--- src/rtl/fwcs_pkg.sv ---
package fwcs_pkg;

  // Register offsets, byte addresses within the controller window.
  localparam logic [4:0] OFS_CTL0_L = 5'h00;
  localparam logic [4:0] OFS_CTL0_H = 5'h02;
  localparam logic [4:0] OFS_SECT_L = 5'h04;
  localparam logic [4:0] OFS_SECT_H = 5'h06;
  localparam logic [4:0] OFS_DAT0_L = 5'h08;
  localparam logic [4:0] OFS_DAT0_H = 5'h0A;
  localparam logic [4:0] OFS_DAT1_L = 5'h0C;
  localparam logic [4:0] OFS_DAT1_H = 5'h0E;
  localparam logic [4:0] OFS_ADR_L = 5'h10;
  localparam logic [4:0] OFS_ADR_H = 5'h12;
  localparam logic [4:0] OFS_ERR_L = 5'h14;

  // Field positions.
  localparam int BIT_BUSY = 1;
  localparam int BIT_LOCK = 4;
  localparam int BIT_START = 15;
  localparam int BIT_SUSPEND_BIT = 14;
  localparam int BIT_WPG = 13;
  localparam int BIT_DOUBLE_WORD_PROGRAM_SELECT = 12;
  localparam int BIT_SER = 11;
  localparam int BIT_SPR = 8;
  localparam int BIT_BANK_ST = 8;
  localparam int BIT_ERR = 0;
  localparam int BIT_SEQUENCE_ERROR_FLAG = 1;
  localparam int BE_LO = 0;
  localparam int BE_HI = 1;

  // Operation select codes, one bit per operation.
  localparam logic [3:0] SEL_NONE = 4'h0;
  localparam logic [3:0] SEL_WPG = 4'h8;
  localparam logic [3:0] SEL_DOUBLE_WORD_PROGRAM_SELECT = 4'h4;
  localparam logic [3:0] SEL_SER = 4'h2;
  localparam logic [3:0] SEL_SPR = 4'h1;

  // Address ranges and codes.
  localparam logic [31:0] PROT_A = 32'h000E8FB0;
  localparam logic [31:0] PROT_B = 32'h0008DFBF;
  localparam logic [31:0] PROT_LO = (PROT_A < PROT_B) ? PROT_A : PROT_B;
  localparam logic [31:0] PROT_HI = (PROT_A < PROT_B) ? PROT_B : PROT_A;
  localparam logic [31:0] TEST_HI = 32'h00000FFF;
  localparam logic [15:0] TRAP_CODE = 16'h009B;
  localparam logic [15:0] INVALID = 16'hFFFF;

  // Reset values.
  localparam logic [15:0] RST_HALF = 16'h0000;
  localparam logic [31:0] RST_WORD = 32'h00000000;

  typedef enum logic [3:0] {
    ST_IDLE = 4'h1,
    ST_RUN = 4'h2,
    ST_SUSPEND_BIT = 4'h4,
    ST_ESPGM = 4'h8
  } fwcs_state_e;

  typedef struct packed {
    logic rd;
    logic wr;
    logic [4:0] addr;
    logic [1:0] be;
    logic [15:0] wdata;
  } fwcs_reg_req_s;

  typedef struct packed {
    logic [3:0] sel;
    logic [31:0] addr;
    logic [63:0] data;
    logic [7:0] sect;
  } fwcs_arr_cmd_s;

endpackage

--- src/rtl/fwcs_access_guard.sv ---
module fwcs_access_guard (
  // Register request
  input wire fwcs_pkg::fwcs_reg_req_s req,
  // Controller flags
  input wire logic lock,
  input wire logic busy,
  input wire logic boot,
  // Bank request
  input wire logic bank_rd,
  input wire logic bank_wr,
  input wire logic [31:0] bank_addr,
  // Verdicts
  output logic reg_wr_ok,
  output logic reg_trap,
  output logic bank_rd_ok,
  output logic bank_wr_ok,
  output logic bank_trap
);
  logic mapped;
  logic test_hit;

  assign mapped = (req.addr <= fwcs_pkg::OFS_ERR_L) && !req.addr[0];
  // The lock flag half stays readable so software can poll it.
  assign reg_trap = req.rd && lock && mapped && (req.addr != fwcs_pkg::OFS_CTL0_L);
  assign reg_wr_ok = req.wr && !lock && mapped;
  assign test_hit = bank_addr <= fwcs_pkg::TEST_HI;
  assign bank_trap = bank_rd && (busy || (test_hit && !boot));
  assign bank_rd_ok = bank_rd && !bank_trap;
  assign bank_wr_ok = bank_wr && !busy && !test_hit;
endmodule

--- src/rtl/fwcs_ctrl.sv ---
module fwcs_ctrl (
  // Clock and reset
  input wire logic REF_CLK,
  input wire logic RST_N,
  // Register port
  input wire fwcs_pkg::fwcs_reg_req_s REG_REQ,
  output logic [15:0] REG_RDATA,
  output logic REG_RVALID,
  output logic REG_TRAP,
  // Bank access port
  input wire logic BANK_RD,
  input wire logic BANK_WR,
  input wire logic [31:0] BANK_ADDR,
  output logic BANK_RD_OK,
  output logic BANK_WR_OK,
  output logic BANK_TRAP,
  // Array sequencer
  output fwcs_pkg::fwcs_arr_cmd_s ARR_CMD,
  output logic ARR_GO,
  output logic ARR_RESUME,
  output logic ARR_SUSPEND,
  input wire logic ARR_DONE,
  input wire logic ARR_FAIL,
  // Bootstrap
  input wire logic BOOT_MODE_PIN,
  output logic TEST_AREA_VIS
);

  fwcs_pkg::fwcs_state_e state_ff;
  fwcs_pkg::fwcs_state_e nxt_state;
  logic boot_meta_ff;
  logic boot_ff;
  logic lock_ff;
  logic busy_ff;
  logic wms_ff;
  logic suspend_bit_ff;
  logic [3:0] sel_ff;
  logic [3:0] suspend_bit_sel_ff;
  logic [31:0] dat0_ff;
  logic [31:0] dat1_ff;
  logic [31:0] adr_ff;
  logic err_ff;
  logic sequence_error_flag_ff;
  logic [7:0] sect;
  logic bank_st;
  logic reg_wr_ok;
  logic reg_trap;
  logic bank_trap;
  logic [15:0] wd;
  logic [1:0] be;
  logic wr_ctl_h;
  logic [3:0] req_sel;
  logic start_req;
  logic suspend_bit_req;
  logic done;
  logic suspend_bit_go;
  logic accept;
  logic resume;
  logic refuse;
  logic in_test;
  logic in_prot;
  logic bad_addr;
  logic [15:0] rd_mux;
  logic [15:0] ctl_h;

  function automatic logic [15:0] put16(input logic [15:0] old, input logic [15:0] nw,
                                        input logic [1:0] bmask);
    put16 = {bmask[1] ? nw[15:8] : old[15:8], bmask[0] ? nw[7:0] : old[7:0]};
  endfunction

  // The strap pin is asynchronous to the controller clock.
  always_ff @(posedge REF_CLK) begin
    if (!RST_N) begin
      boot_meta_ff <= 1'b0;
      boot_ff <= 1'b0;
    end else begin
      boot_meta_ff <= BOOT_MODE_PIN;
      boot_ff <= boot_meta_ff;
    end
  end

  assign TEST_AREA_VIS = boot_ff;

  fwcs_access_guard u_guard (
    .req(REG_REQ),
    .lock(lock_ff),
    .busy(busy_ff),
    .boot(boot_ff),
    .bank_rd(BANK_RD),
    .bank_wr(BANK_WR),
    .bank_addr(BANK_ADDR),
    .reg_wr_ok(reg_wr_ok),
    .reg_trap(reg_trap),
    .bank_rd_ok(BANK_RD_OK),
    .bank_wr_ok(BANK_WR_OK),
    .bank_trap(bank_trap)
  );

  assign wd = REG_REQ.wdata;
  assign be = REG_REQ.be;
  assign wr_ctl_h = REG_REQ.wr && (REG_REQ.addr == fwcs_pkg::OFS_CTL0_H) && be[fwcs_pkg::BE_HI];
  assign req_sel = {wd[fwcs_pkg::BIT_WPG], wd[fwcs_pkg::BIT_DOUBLE_WORD_PROGRAM_SELECT],
                    wd[fwcs_pkg::BIT_SER], wd[fwcs_pkg::BIT_SPR]};
  // A start with the error flag high is dropped without setting the sequence error flag; the select bits are still stored.
  assign start_req = wr_ctl_h && reg_wr_ok && wd[fwcs_pkg::BIT_START] && !err_ff;
  // Suspend is the one control write honoured while locked; set protection cannot pause.
  assign suspend_bit_req = wr_ctl_h && wd[fwcs_pkg::BIT_SUSPEND_BIT] && (state_ff == fwcs_pkg::ST_RUN)
                    && ((sel_ff & ~fwcs_pkg::SEL_SPR) != fwcs_pkg::SEL_NONE);
  assign done = ARR_DONE && ((state_ff == fwcs_pkg::ST_RUN) || (state_ff == fwcs_pkg::ST_ESPGM));
  assign suspend_bit_go = suspend_bit_req && !done;

  assign in_test = adr_ff <= fwcs_pkg::TEST_HI;
  assign in_prot = (adr_ff >= fwcs_pkg::PROT_LO) && (adr_ff <= fwcs_pkg::PROT_HI);
  assign bad_addr = (((req_sel & (fwcs_pkg::SEL_WPG | fwcs_pkg::SEL_DOUBLE_WORD_PROGRAM_SELECT)) != 4'h0) && in_test)
                    || ((req_sel == fwcs_pkg::SEL_DOUBLE_WORD_PROGRAM_SELECT) && adr_ff[2])
                    || ((req_sel == fwcs_pkg::SEL_SPR) && !in_prot);

  always_comb begin
    accept = 1'b0;
    resume = 1'b0;
    refuse = 1'b0;
    nxt_state = state_ff;
    if (start_req) begin
      case (state_ff)
        fwcs_pkg::ST_IDLE: begin
          if ($onehot(req_sel) && !bad_addr) begin
            accept = 1'b1;
            nxt_state = fwcs_pkg::ST_RUN;
          end else begin
            refuse = 1'b1;
          end
        end
        fwcs_pkg::ST_SUSPEND_BIT: begin
          if (req_sel == suspend_bit_sel_ff) begin
            resume = 1'b1;
            nxt_state = fwcs_pkg::ST_RUN;
          end else if ((suspend_bit_sel_ff == fwcs_pkg::SEL_SER) && !bad_addr
                       && ((req_sel == fwcs_pkg::SEL_WPG) || (req_sel == fwcs_pkg::SEL_DOUBLE_WORD_PROGRAM_SELECT))) begin
            accept = 1'b1;
            nxt_state = fwcs_pkg::ST_ESPGM;
          end else begin
            refuse = 1'b1;
          end
        end
        default: nxt_state = state_ff;
      endcase
    end else if (done) begin
      nxt_state = (state_ff == fwcs_pkg::ST_ESPGM) ? fwcs_pkg::ST_SUSPEND_BIT : fwcs_pkg::ST_IDLE;
    end else if (suspend_bit_go) begin
      nxt_state = fwcs_pkg::ST_SUSPEND_BIT;
    end
  end

  always_ff @(posedge REF_CLK) begin
    if (!RST_N) begin
      state_ff <= fwcs_pkg::ST_IDLE;
    end else begin
      state_ff <= nxt_state;
    end
  end

  // Lock, busy and start bit rise together and fall together.
  always_ff @(posedge REF_CLK) begin
    if (!RST_N) begin
      lock_ff <= 1'b0;
      busy_ff <= 1'b0;
      wms_ff <= 1'b0;
    end else if (accept || resume) begin
      lock_ff <= 1'b1;
      busy_ff <= 1'b1;
      wms_ff <= 1'b1;
    end else if (done || suspend_bit_go) begin
      lock_ff <= 1'b0;
      busy_ff <= 1'b0;
      wms_ff <= 1'b0;
    end
  end

  always_ff @(posedge REF_CLK) begin
    if (!RST_N) begin
      suspend_bit_ff <= 1'b0;
      suspend_bit_sel_ff <= fwcs_pkg::SEL_NONE;
    end else if (suspend_bit_go) begin
      suspend_bit_ff <= 1'b1;
      suspend_bit_sel_ff <= sel_ff;
    end else if (resume) begin
      suspend_bit_ff <= 1'b0;
    end
  end

  // A program run inside an erase suspend hands the erase select back when it ends.
  always_ff @(posedge REF_CLK) begin
    if (!RST_N) begin
      sel_ff <= fwcs_pkg::SEL_NONE;
    end else if (done) begin
      sel_ff <= (state_ff == fwcs_pkg::ST_ESPGM) ? suspend_bit_sel_ff
                                                 : fwcs_pkg::SEL_NONE;
    end else if (wr_ctl_h && reg_wr_ok) begin
      sel_ff <= req_sel;
    end
  end

  always_ff @(posedge REF_CLK) begin
    if (!RST_N) begin
      dat0_ff <= fwcs_pkg::RST_WORD;
      dat1_ff <= fwcs_pkg::RST_WORD;
      adr_ff <= fwcs_pkg::RST_WORD;
    end else if (reg_wr_ok) begin
      case (REG_REQ.addr)
        fwcs_pkg::OFS_DAT0_L: dat0_ff[15:0] <= put16(dat0_ff[15:0], wd, be);
        fwcs_pkg::OFS_DAT0_H: dat0_ff[31:16] <= put16(dat0_ff[31:16], wd, be);
        fwcs_pkg::OFS_DAT1_L: dat1_ff[15:0] <= put16(dat1_ff[15:0], wd, be);
        fwcs_pkg::OFS_DAT1_H: dat1_ff[31:16] <= put16(dat1_ff[31:16], wd, be);
        fwcs_pkg::OFS_ADR_L: adr_ff[15:0] <= put16(adr_ff[15:0], wd, be);
        fwcs_pkg::OFS_ADR_H: adr_ff[31:16] <= put16(adr_ff[31:16], wd, be);
        default: adr_ff <= adr_ff;
      endcase
    end
  end

  // Array failures land only at the edge where busy drops; hardware set beats a clear.
  always_ff @(posedge REF_CLK) begin
    if (!RST_N) begin
      err_ff <= 1'b0;
    end else if (done && ARR_FAIL) begin
      err_ff <= 1'b1;
    end else if (reg_wr_ok && (REG_REQ.addr == fwcs_pkg::OFS_ERR_L) && be[fwcs_pkg::BE_LO]) begin
      err_ff <= err_ff & wd[fwcs_pkg::BIT_ERR];
    end
  end

  always_ff @(posedge REF_CLK) begin
    if (!RST_N) begin
      sequence_error_flag_ff <= 1'b0;
    end else if (refuse) begin
      sequence_error_flag_ff <= 1'b1;
    end else if (reg_wr_ok && (REG_REQ.addr == fwcs_pkg::OFS_ERR_L) && be[fwcs_pkg::BE_LO]) begin
      sequence_error_flag_ff <= sequence_error_flag_ff & wd[fwcs_pkg::BIT_SEQUENCE_ERROR_FLAG];
    end
  end

  fwcs_sector_status #(
    .NSECT(8)
  ) u_sect (
    .clk(REF_CLK),
    .rst_n(RST_N),
    .wr_en(reg_wr_ok && (REG_REQ.addr == fwcs_pkg::OFS_SECT_L) && be[fwcs_pkg::BE_LO]),
    .wdata(wd[7:0]),
    .erase_go(accept && (req_sel == fwcs_pkg::SEL_SER)),
    .end_ok(done && !ARR_FAIL && (state_ff == fwcs_pkg::ST_RUN)),
    .sect(sect),
    .bank_st(bank_st)
  );

  // The command is frozen at launch, not at resume, so an erase resumed after a program inside its suspend keeps the program's command.
  always_ff @(posedge REF_CLK) begin
    if (!RST_N) begin
      ARR_CMD <= '0;
    end else if (accept) begin
      ARR_CMD <= {req_sel, adr_ff, dat1_ff, dat0_ff, sect};
    end
  end

  always_ff @(posedge REF_CLK) begin
    if (!RST_N) begin
      ARR_GO <= 1'b0;
      ARR_RESUME <= 1'b0;
      ARR_SUSPEND <= 1'b0;
    end else begin
      ARR_GO <= accept;
      ARR_RESUME <= resume;
      ARR_SUSPEND <= suspend_bit_go;
    end
  end

  always_comb begin
    ctl_h = fwcs_pkg::RST_HALF;
    ctl_h[fwcs_pkg::BIT_START] = wms_ff;
    ctl_h[fwcs_pkg::BIT_SUSPEND_BIT] = suspend_bit_ff;
    ctl_h[fwcs_pkg::BIT_WPG] = sel_ff[3];
    ctl_h[fwcs_pkg::BIT_DOUBLE_WORD_PROGRAM_SELECT] = sel_ff[2];
    ctl_h[fwcs_pkg::BIT_SER] = sel_ff[1];
    ctl_h[fwcs_pkg::BIT_SPR] = sel_ff[0];
    rd_mux = fwcs_pkg::RST_HALF;
    case (REG_REQ.addr)
      fwcs_pkg::OFS_CTL0_L: begin
        rd_mux[fwcs_pkg::BIT_LOCK] = lock_ff;
        rd_mux[fwcs_pkg::BIT_BUSY] = busy_ff && !lock_ff;
      end
      fwcs_pkg::OFS_CTL0_H: rd_mux = ctl_h;
      fwcs_pkg::OFS_SECT_L: rd_mux[7:0] = sect;
      fwcs_pkg::OFS_SECT_H: rd_mux[fwcs_pkg::BIT_BANK_ST] = bank_st;
      fwcs_pkg::OFS_DAT0_L: rd_mux = dat0_ff[15:0];
      fwcs_pkg::OFS_DAT0_H: rd_mux = dat0_ff[31:16];
      fwcs_pkg::OFS_DAT1_L: rd_mux = dat1_ff[15:0];
      fwcs_pkg::OFS_DAT1_H: rd_mux = dat1_ff[31:16];
      fwcs_pkg::OFS_ADR_L: rd_mux = adr_ff[15:0];
      fwcs_pkg::OFS_ADR_H: rd_mux = adr_ff[31:16];
      fwcs_pkg::OFS_ERR_L: begin
        rd_mux[fwcs_pkg::BIT_ERR] = err_ff;
        rd_mux[fwcs_pkg::BIT_SEQUENCE_ERROR_FLAG] = sequence_error_flag_ff;
      end
      default: rd_mux = fwcs_pkg::RST_HALF;
    endcase
  end

  always_ff @(posedge REF_CLK) begin
    if (!RST_N) begin
      REG_RDATA <= fwcs_pkg::RST_HALF;
      REG_RVALID <= 1'b0;
      REG_TRAP <= 1'b0;
      BANK_TRAP <= 1'b0;
    end else begin
      REG_RVALID <= REG_REQ.rd;
      REG_TRAP <= reg_trap;
      BANK_TRAP <= bank_trap;
      if (REG_REQ.rd) begin
        REG_RDATA <= reg_trap ? fwcs_pkg::INVALID : rd_mux;
      end
    end
  end
endmodule

--- src/rtl/fwcs_sector_status.sv ---
module fwcs_sector_status #(
  parameter int NSECT = 8
) (
  // Clock and reset
  input wire logic clk,
  input wire logic rst_n,
  // Software select and controller events
  input wire logic wr_en,
  input wire logic [NSECT-1:0] wdata,
  input wire logic erase_go,
  input wire logic end_ok,
  // Status
  output logic [NSECT-1:0] sect,
  output logic bank_st
);
  genvar i;
  generate
    for (i = 0; i < NSECT; i++) begin : g_sect
      always_ff @(posedge clk) begin
        if (!rst_n) begin
          sect[i] <= 1'b0;
        end else if (end_ok) begin
          sect[i] <= 1'b0;
        end else if (wr_en) begin
          sect[i] <= wdata[i];
        end
      end
    end
  endgenerate

  always_ff @(posedge clk) begin
    if (!rst_n) begin
      bank_st <= 1'b0;
    end else if (end_ok) begin
      bank_st <= 1'b0;
    end else if (erase_go) begin
      bank_st <= 1'b1;
    end
  end
endmodule
--- config.mk ---
export PLATFORM = sky130hd
export DESIGN_NAME = fwcs_ctrl
export DESIGN_NICKNAME = d
export VERILOG_FILES = /design/src/rtl/fwcs_pkg.sv /design/src/rtl/fwcs_access_guard.sv /design/src/rtl/fwcs_ctrl.sv /design/src/rtl/fwcs_sector_status.sv
export SDC_FILE = /design/constraint.sdc
export NUM_CORES = 1
export LEC_CHECK = 0
export BUFFER_PORTS_ARGS = -buffer_cell sky130_fd_sc_hd__buf_2
export CAP_MARGIN = 20
export CORE_MARGIN = 2
export CORE_UTILIZATION = 40
export DETAILED_ROUTE_END_ITERATION = 10
export GPL_ROUTABILITY_DRIVEN = 0
export PLACE_DENSITY_LB_ADDON = 0.1
export SLEW_MARGIN = 0
export SYNTH_ARGS = -nofsm -noshare
export SYNTH_HDL_FRONTEND = slang
export SYNTH_SLANG_ARGS = --single-unit
--- constraint.sdc ---
create_clock -name REF_CLK -period 4.7 [get_ports REF_CLK]
set_input_delay 0.47 -clock REF_CLK [delete_from_list [all_inputs] [get_ports REF_CLK]]
set_output_delay 0.47 -clock REF_CLK [all_outputs]
set_load 0.05 [all_outputs]
==> impl_results.md, run 1 <==
- CTS HTree Levels: 1
- Critical path data arrival time: roughly 3.7 ns
- RSZ-0062 raised after global routing: no
- Net Count, Synth: around 1300
- Ys flop type: dfxtp_1
- Area fraction of the dominant cell type after synthesis: 0.469
- FP Rows: 60
- Worst hold slack: approximately 0.14 ns
- Status: complete, no violations
- Post-CTS Resized: 0
- Global-route wire length before repair: about 54000 microns
- Ranking of synthesized cells by area: dfxtp_1 47%, nand2_1 12%, mux2i_1 11%
- Root Buffer Master: clkbuf_16
- Max Slew Vio Count: 0
- Routed Antenna Nets: 0
- Initial antenna violation count: 0
- IO Count: 197
- Mean routed wirelength per cell: ~20 microns
- Post-synth cell types: 57
- Hold Path Class: input port to register
- Hold Path Stages: 2
- Vias: slightly below 10000
- Clk_lat worst skew: between 0.5 and 0.6 ns
- Worst setup EP type: register
- Number of global-route vias before repair: approximately 8900
- DRC violations left: 0
- Max-Cap Viols: 0
- Total leakage power: roughly 0.0046 uW
- Power per cell area: 356 nW/um^2
- Reg2reg end: ARR_CMD[46]
- DRT iter0 DRCs: approximately 1000
- Required time of the critical path: about 5.2 ns
- Total Routing Usage GR: 0.244
- Post-synth top cells: 344 x nand2_1, 253 x dfxtp_1, 123 x a21oi_1
- Seq/Total Area, Yosys: 0.469
- TritonCTS buffer count: 28
- R2R depth: 7
- Post-synth EDFFs: 0
- Pre-antenna DRT Iters: 5
- Post-layout minimum cycle time: around 3.3 ns
- Slew @ Worst Pin: slightly above 0.9 ns
- Syn Area/Cell: ~8.5 sq um
- Number of synthesized register bits: between 200 and 300
- CP Launch Type: input port
- # clock sinks: about 250
- Clock Skew: between 0.015 and 0.02 ns
- Area of the core: between 20000 and 30000 sq um
- Starting Density: 0.404
- Fin crit share: 0.696
- CP Max Fanout: 54
- CTS clk-pin slew, worst paths: 0.06 ns
- Vias per cell: about 5.6
- Highest Clock Rate: between 300 and 400 MHz
- Synth-to-Final Area Change: 17.5%
- Antenna Cells: 0
- Final setup viols: 0
- Post-CTS setup buffers: 0
- Crit Path Class: input port to register
- Post-Route WL: 35900 microns
- Pin count of the biggest net entering global routing: 119
- Slew HR: 0.375
- Min-delay src: BOOT_MODE_PIN
- Die Wd: between 150 and 200 microns
- Hold Violations, Final: 0
- Grt ovf: 0
- Filler cells: roughly 2700
- Yosys warnings: 0
- Syn Std Cell Area: ~11000 sq um
- Leading area contributor after synthesis: dfxtp_1
- Peak VDD IR: ~0.19 mV
- FF-to-FF setup slack: 1.72 ns
- Layout cell share with drive strength beyond 1: 0.183
- Final core area utilization: 0.475
- Count leader, synth: nand2_1
- Die ar.: around 28000 sq um
- Reg2reg start: adr_ff[2]
- Worst hold endpoint: boot_meta_ff
- Fin nets: ~1500
- # hold bufs at CTS: 0
- Pwr Total: about 4500 uW
- Detail Placement HPWL: 24400 microns
- CTS tree: built
- Max Root-Sink Buffers: 3
- Port bufs: 184
- Post-synth ARST share: 0
- Die Span Y: between 150 and 200 microns
- Post-Synthesis Cells: around 1300
- Setup_tns: 0 ns
==> layout by cell type (no fill, tap or decap), types with 5 or more instances in the layout <==
master and instances:
a21oi_1 123, a221oi_1 16, a222oi_1 11, a22o_1 9
a22oi_1 18, a31oi_1 8, and2_1 6, and3_1 14
buf_2 183, buf_4 17, clkbuf_1 8, clkbuf_16 28
clkbuf_8 5, clkinv_2 5, dfxtp_1 253, ha_1 5
inv_1 12, mux2i_1 114, nand2_1 344, nand3_1 109
nor2_1 13, nor2b_1 7, nor3_1 5, nor4_1 16
o21ai_0 18, xor2_1 5
==> layer usage <==
metal | up-vias | global-route usage | part of all wire
met3 | 51 | 0.0367 | 0.081
met2 | 386 | 0.368 | 0.43
met1 | 4650 | 0.363 | 0.46
li1 | 4692 | - | -
met4 | 0 | 0.0663 | 0.024
met5 | - | 0 | 0
==> stage by stage <==
step | cells | setup slack, ns | area [sq um]
after floorplan | 1266 | 1.29 | 10800
after global placement | 1710 | 0.961 | 11800
after detailed placement | 1710 | 0.890 | 11800
after global routing | 1760 | 1.27 | 12700
after CTS | 1759 | 1.47 | 12700
final | 1760 | 1.43 | 12700
==> sequential cells by signal (all words and copies together) (netlist names), 4 cells and up <==
name / flops
sel_ff: 4
REG_RDATA: 16
state_ff: 4
u_sect.sect: 8
adr_ff: 32
dat1_ff: 32
dat0_ff: 32
ARR_CMD: 108
suspend_bit_sel_ff: 4
==> where the power goes <==
| part | internal (uW) | switching, uW | total, uW | leakage [uW] |
|---|---|---|---|---|
| Combinational | 50.5 | 175 | 226 | 0.00209 |
| Clock | 1230 | 899 | 2130 | 0.000437 |
| Sequential | 2150 | 7.79 | 2160 | 0.00204 |
==> how the worst max path moves through the flow <==
stage / slack (ns) / startpoint / depth (start not counted) / to
2_1_floorplan: 1.29 / REG_REQ[8] / 13 / ARR_CMD[107]
6_report: 1.43 / REG_REQ[8] / 12 / ARR_CMD[46]
5_1_grt: 1.27 / REG_REQ[8] / 12 / ARR_CMD[46]
3_5_place_dp: 0.89 / REG_REQ[8] / 12 / ARR_CMD[46]
4_1_cts: 1.47 / REG_REQ[8] / 12 / ARR_CMD[46]
3_3_place_gp: 0.96 / REG_REQ[8] / 12 / ARR_CMD[32]
==> kinds of logic (layout without fill, tap and decap cells) <==
group                    Yosys count  after routing  share of synthesized area
XOR/XNOR                           5              5                    0.00405
AO/OA/AOI/OAI                    230            230                      0.132
buffers and inverters            112            265                     0.0563
AND/OR/NAND/NOR                  546            546                      0.225
multiplexers                     114            114                      0.106
flip-flops                       253            253                      0.469
adder cells (fa/ha/maj)            6              6                    0.00765
==> final cells by class <==
cell class	count	area, sq um	share of cell area
inverter	13	48.8	0.00385
clock buffer	41	800	0.0630
clock inverter	8	82.6	0.00651
timing repair buffer	203	1090	0.0863
sequential	253	5060	0.399
multi-input combinational	901	5170	0.408
tap	341	427	0.0336
==> critical path: stages <==
cell and delay [ns]:
buf_2 0.29, inv_1 0.16, fa_1 0.56, inv_1 0.05, ha_1 0.17, ha_1 0.26, or3b_2 0.48, nor2_1 0.14
a21oi_1 0.10, nor4b_4 0.37, buf_12 0.35, mux2i_1 0.25
(Power assumes the default switching activity.)
==> run 2: changes to the inputs <==
clock period = 3.24 ns   (was 4.7 ns; I/O delays follow)
==> run 2 against run 1 <==
Cell count grew 2.0%; register-to-register slack lost 1.5 ns; routed wire length grew 0.28%; worst hold slack lost 0.11 ns; count of clock-buffer cells in the layout is the same; non-clock buffer count grew 31; sequential cell count is the same; critical path depth shrank 4; clock skew shrank 0.0042 ns; utilization grew 1.2 points.
==> impl_results.md, run 2 (synthesized netlist as in run 1, its figures left out) <==
- Critical path data arrival time: 3.47 ns (was 3.74 ns)
- RSZ-0062 raised after global routing: no (unchanged)
- Fin nets: 1502 (was 1470)
- TritonCTS buffer count: 29 (was 28)
- Hold Violations, Final: 0 (unchanged)
- Cells after DPL: 1741 (was 1710)
- Final setup viols: 0 (unchanged)
- Most common cell after layout, fill and taps aside: nand2_1 (unchanged)
- Port bufs: 184 (unchanged)
- IO Count: 197 (unchanged)
- Highest Clock Rate: ~330 MHz
- CP Max Fanout: 25 (was 54)
- CTS HTree Levels: 1 (unchanged)
- Die Span Y: 168 microns (unchanged)
- Max Root-Sink Buffers: 3 (unchanged)
- Filler cells: 2622 (was 2657)
- Post-CTS Resized: 0 (unchanged)
- Detail Placement HPWL: 25000 microns (was 24400 microns)
- Starting Density: 0.404 (unchanged)
- Vias per cell: 5.49 (was 5.56)
- Reg area: 5060 sq um (unchanged)
- Slew HR: 0.285 (was 0.375)
- Initial antenna violation count: 1 (was 0)
- Antenna Cells: 0 (unchanged)
- Pin count of the biggest net entering global routing: 72 (was 119)
- Area of the core: 26700 sq um (unchanged)
- Mean routed wirelength per cell: 20.0 microns (was 20.4 microns)
- Layout cell share with drive strength beyond 1: 0.204 (was 0.183)
- Clock Skew: 0.0123 ns (was 0.0166 ns)
- Worst setup margin: 0.245 ns (was 1.43 ns)
- Slew @ Worst Pin: 1.07 ns (was 0.925 ns)
- Most frequent cells in the layout: 344 x nand2_1, 253 x dfxtp_1, 183 x buf_2, 123 x a21oi_1, 114 x mux2i_1 (unchanged)
- Fin crit share: 0.924
- # clock sinks: 253 (unchanged)
- DP Worst Slack: 0.0226 ns (was 0.890 ns)
- Final core area utilization: 0.487 (was 0.475)
- Max Slew Vio Count: 0 (unchanged)
- Pre-antenna DRT Iters: 5 (unchanged)
- DRT iter0 DRCs: 1047 (was 1041)
- Required time of the critical path: 3.72 ns (was 5.17 ns)
- Post-layout minimum cycle time: about 3.0 ns
- Crit Path Class: register to register (was input port to register)
- Footprint of the multi-input gates: 5170 sq um (about the same)
- Non-filler cells, final: 1795 (was 1760)
- Number of flip-flops under the largest register name: 108 (unchanged)
- Most flops, register: ARR_CMD (unchanged)
- Total leakage power: 0.00477 uW (was 0.00457 uW)
- Global-route wire length before repair: 54400 microns (was 54200 microns)
- Status: complete, no violations (unchanged)
- Vias: 9850 (was 9779)
- DRC violations left: 0 (unchanged)
- Peak VDD IR: 0.319 mV (was 0.187 mV)
- Routed Antenna Nets: 0 (unchanged)
- Clk_lat worst skew: 0.55 ns (about the same)
- Total Routing Usage GR: 0.245 (was 0.244)
- CTS clk-pin slew, worst paths: 0.06 ns (about the same)
- Power per cell area: 518 nW/um^2 (was 356 nW/um^2)
- Setup_tns: 0 ns (unchanged)
- Post-Route WL: 36000 microns (was 35900 microns)
- Max-Cap Viols: 0 (unchanged)
- Grt ovf: 0 (unchanged)
- Die Wd: 168 microns (unchanged)
- Worst setup EP type: register (unchanged)
- CP Launch Type: register (was input port)
- Root Buffer Master: clkbuf_16 (unchanged)
- Hold Path Class: input port to register (unchanged)
- Die ar.: 28300 sq um (unchanged)
- CTS tree: built (unchanged)
- FP Rows: 60 (unchanged)
- Number of global-route vias before repair: 9029 (was 8877)
- Synth-to-Final Area Change: 20.5% (was 17.5%)
## run 2: cell types whose count changed in the layout (fill, tap and decap cells not counted), moves of 2 or more
cell / before / now
clkbuf_8: 5 / 7
buf_12: 2 / 4
clkbuf_1: 8 / 5
buf_4: 17 / 45
clkinv_2: 5 / 9
## run 2: worst paths after layout
path / start / to / slack, ns / cells past startpoint
setup / recovery: adr_ff[2] / ARR_CMD[44] / 0.25 / 8
hold / removal: BANK_RD / BANK_TRAP / 0.03 / 2
setup reg to reg: adr_ff[2] / ARR_CMD[44] / 0.25 / 8
hold reg to reg: boot_meta_ff / TEST_AREA_VIS / 0.43 / 1
## run 2: layout make-up
class / instances / share of cell area
Clock inverter: 12 / 0.00865
Tap cell: 341 / 0.0328
Sequential cell: 253 / 0.389
Multi-Input combinational cell: 901 / 0.397
Inverter: 13 / 0.00375
Timing Repair Buffer: 234 / 0.104
Clock buffer: 41 / 0.0646
## run 2: where the power goes
part | leakage (uW) | switching, uW | total [uW] | internal (uW)
Combinational | 0.00226 | 256 | 338 | 82.0
Sequential | 0.00204 | 11.6 | 3140 | 3120
Clock | 0.000477 | 1320 | 3270 | 1950
## run 2: worst max-delay path: stages (launching register included)
cell and delay, ns:
dfxtp_1 0.48, nor4_1 0.40, nand4_1 0.22, and3_1 0.24, or4_4 0.60, nor4b_4 0.30, buf_4 0.23, buf_12 0.22
mux2i_1 0.21
## run 2: metrics by stage
stage | hold slack, ns | area [sq um] | power [uW]
after global routing | 0.0301 | 13000 | 6970
after detailed placement | 0.422 | 12100 | 3540
after CTS | 0.00971 | 13000 | 6800
after global placement | 0.418 | 12100 | 3540
final | 0.0272 | 13000 | 6750
after floorplan | 0.412 | 10800 | 3400
## run 2: layer usage
metal  up-vias  part of all wire  global-route usage  routed length (microns)
met5         -           0.00019                   0                        7
met4         2             0.022              0.0633                      790
met3        46             0.077              0.0369                     2780
met2       383              0.44               0.378                    15900
met1      4658              0.46               0.357                    16500
li1       4761                 -                   -                        -
## run 2: what timing repair did
action                                 in CTS  in global routing
setup buffers                               0                  0
endpoints found under the hold margin       1                  0
hold buffers                                1                  0
==> run 3: changes to the inputs <==
BUFFER_PORTS_ARGS = -buffer_cell sky130_fd_sc_hd__buf_4   (was -buffer_cell sky130_fd_sc_hd__buf_2)
SKIP_LAST_GASP = 1   (was unset)
==> run 3 against run 2 <==
Worst setup slack lost 0.050 ns; design area grew 4.0%; routed wire length barely moved; worst hold slack worse by 0.0059 ns; register-to-register slack got worse by 0.05 ns; critical endpoint is now ARR_CMD[60]; clock power increased by 3%; largest power group unchanged; critical path type unchanged; count of clock-buffer cells in the layout rose by 8.
==> impl_results.md, run 3 (synthesized netlist as in run 1, its figures left out) <==
- Met1 wire length: 16100 microns (was 16500 microns)
- Min-delay src: BANK_RD (unchanged)
- Critical path data arrival time: 3.51 ns (was 3.47 ns)
- Most flops, register: ARR_CMD (unchanged)
- Crit-path max cell delay: 0.60 ns (about the same)
- CP Launch Type: register (unchanged)
- Metal3 WL: 3180 microns (was 2780 microns)
- Grt ovf: 0 (unchanged)
- DRC violations left: 0 (unchanged)
- Initial antenna violation count: 0 (was 1)
- CP Max Fanout: 22 (was 25)
- DRT iter0 DRCs: 1166 (was 1047)
- Pin count of the biggest net entering global routing: 149 (was 72)
- Reg2reg start: adr_ff[2] (unchanged)
- CTS tree: built (unchanged)
- Post-Route WL: 36000 microns (about the same)
- Root Buffer Master: clkbuf_16 (unchanged)
- Critical path's slowest cell: or4_4 (unchanged)
- Max Slew Vio Count: 0 (unchanged)
- Worst hold slack: 0.0213 ns (was 0.0272 ns)
- # clock sinks: 253 (unchanged)
- Starting Density: 0.404 (unchanged)
- Most common cell after layout, fill and taps aside: nand2_1 (unchanged)
- Antenna Cells: 0 (unchanged)
- IO Count: 197 (unchanged)
- Worst hold endpoint: BANK_TRAP (unchanged)
- Peak VDD IR: 0.337 mV (was 0.319 mV)
- Crit-path leading delay family: simple AND/OR/NAND/NOR gates (unchanged)
- Status: complete, no violations (unchanged)
- Setup crit start: adr_ff[2] (unchanged)
- Most frequent cells in the layout: 344 x nand2_1, 253 x dfxtp_1, 226 x buf_4, 123 x a21oi_1, 114 x mux2i_1 (was 344 x nand2_1, 253 x dfxtp_1, 183 x buf_2, 123 x a21oi_1, 114 x mux2i_1)
- Slew HR: 0.327 (was 0.285)
- Die Wd: 168 microns (unchanged)
- Final setup viols: 0 (unchanged)
- Total leakage power: 0.00483 uW (was 0.00477 uW)
- R2R depth: 8 (unchanged)
- CTS clk-pin slew, worst paths: 0.06 ns (about the same)
- Layout cell share with drive strength beyond 1: 0.202 (was 0.204)
- DP Worst Slack: 0.00598 ns (was 0.0226 ns)
- Max-Cap Viols: 0 (unchanged)
- FF-to-FF setup slack: 0.20 ns (was 0.25 ns)
- Highest Clock Rate: 328 MHz (was 334 MHz)
- Met2 WL: 15700 microns (was 15900 microns)
- Power per cell area: 507 nW/um^2 (was 518 nW/um^2)
- Required time of the critical path: 3.71 ns (was 3.72 ns)
- Detail Placement HPWL: 24700 microns (was 25000 microns)
- Hold Violations, Final: 0 (unchanged)
- Mean routed wirelength per cell: 20.0 microns (about the same)
- Critical path buffers and inverters: 2 (unchanged)
- Routed Antenna Nets: 0 (unchanged)
- Hold Path Stages: 2 (unchanged)
- Top Metal Used: met4 (was met5)
- Pre-antenna DRT Iters: 7 (was 5)
- Area of the core: 26700 sq um (unchanged)
- Vias per cell: 5.58 (was 5.49)
- Max Root-Sink Buffers: 3 (unchanged)
- Crit Path Class: register to register (unchanged)
- Slew @ Worst Pin: 0.997 ns (was 1.07 ns)
- Clock Skew: 0.00874 ns (was 0.0123 ns)
- Number of flip-flops under the largest register name: 108 (unchanged)
- Number of global-route vias before repair: 9234 (was 9029)
- Vias: 10000 (was 9850)
- Reg2reg end: ARR_CMD[60] (was ARR_CMD[44])
- TritonCTS buffer count: 29 (unchanged)
- # hold bufs at CTS: 1 (unchanged)
- Crit path depth: 8 (unchanged)
- RSZ-0062 raised after global routing: no (unchanged)
- Synth-to-Final Area Change: 25.3% (was 20.5%)
- Total Routing Usage GR: 0.247 (was 0.245)
- CTS HTree Levels: 1 (unchanged)
- Post-layout minimum cycle time: 3.04 ns (was 2.99 ns)
- Hold Path Class: input port to register (unchanged)
- Fin nets: 1502 (unchanged)
- Global-route wire length before repair: 54900 microns (was 54400 microns)
- Die Span Y: 168 microns (unchanged)
- FP Rows: 60 (unchanged)
- Die ar.: 28300 sq um (unchanged)
- Worst-path cell chain: nor4_1 -> nand4_1 -> and3_1 -> or4_4 -> nor4b_4 -> buf_4 -> buf_12 -> mux2i_1 (unchanged)
- Post-CTS setup buffers: 0 (unchanged)
- Worst setup margin: 0.195 ns (was 0.245 ns)
- Port bufs: 184 (unchanged)
- Fin crit share: 0.940 (was 0.924)
- Setup_tns: 0 ns (unchanged)
- Worst setup EP type: register (unchanged)
- Post-CTS Resized: 0 (unchanged)
- Clk_lat worst skew: 0.55 ns (about the same)
run 3: changes by cell type in the layout (fill, tap and decap cells not counted):
cell,before,now
clkinvlp_4,1,0
inv_6,0,1
buf_12,4,6
clkbuf_1,5,9
buf_2,183,0
clkbuf_8,7,11
clkinv_2,9,2
buf_4,45,226
run 3: per-layer routing:
metal  vias to the layer above  GRT usage
li1                       4768          -
met1                      4747      0.364
met2                       450      0.366
met3                        54     0.0421
met4                         0     0.0761
met5                         -          0
run 3: area by class of cell:
cell class,count,area [sq um]
Clock inverter,5,78.8
Inverter,13,48.8
Tap cell,341,427
Timing Repair Buffer,234,1840
Clock buffer,49,911
Multi-Input combinational cell,901,5170
Sequential cell,253,5060
Fill cell,2627,13200
run 3: how the worst max path moves through the flow:
stage,end,slack [ns]
finish,ARR_CMD[60],0.20
global route,ARR_CMD[60],0.03
CTS,ARR_CMD[60],0.19
detailed placement,ARR_CMD[43],0.006
global placement,ARR_CMD[46],0.05
floorplan,ARR_CMD[107],0.01
run 3: worst register-to-register path: cells and delay by family, from the launching register on:
kind	cells	cell delay (ns)
flip-flops	1	0.46
multiplexers	1	0.23
AND/OR/NAND/NOR	5	1.81
buffers and inverters	2	0.48
run 3: per-stage QoR:
step            util  total power (uW)  cells  instance area (sq um)
2_1_floorplan      -              3400   1266                  10800
3_3_place_gp   0.469              3560   1741                  12500
5_1_grt        0.506              7070   1796                  13500
4_1_cts        0.506              6920   1796                  13500
6_report       0.506              6860   1796                  13500
3_5_place_dp   0.469              3560   1741                  12500
run 3: report_power, final:
group / internal, uW / total (uW) / switching, uW
Combinational: 108 / 364 / 256
Clock: 2060 / 3360 / 1310
Sequential: 3120 / 3140 / 11.8
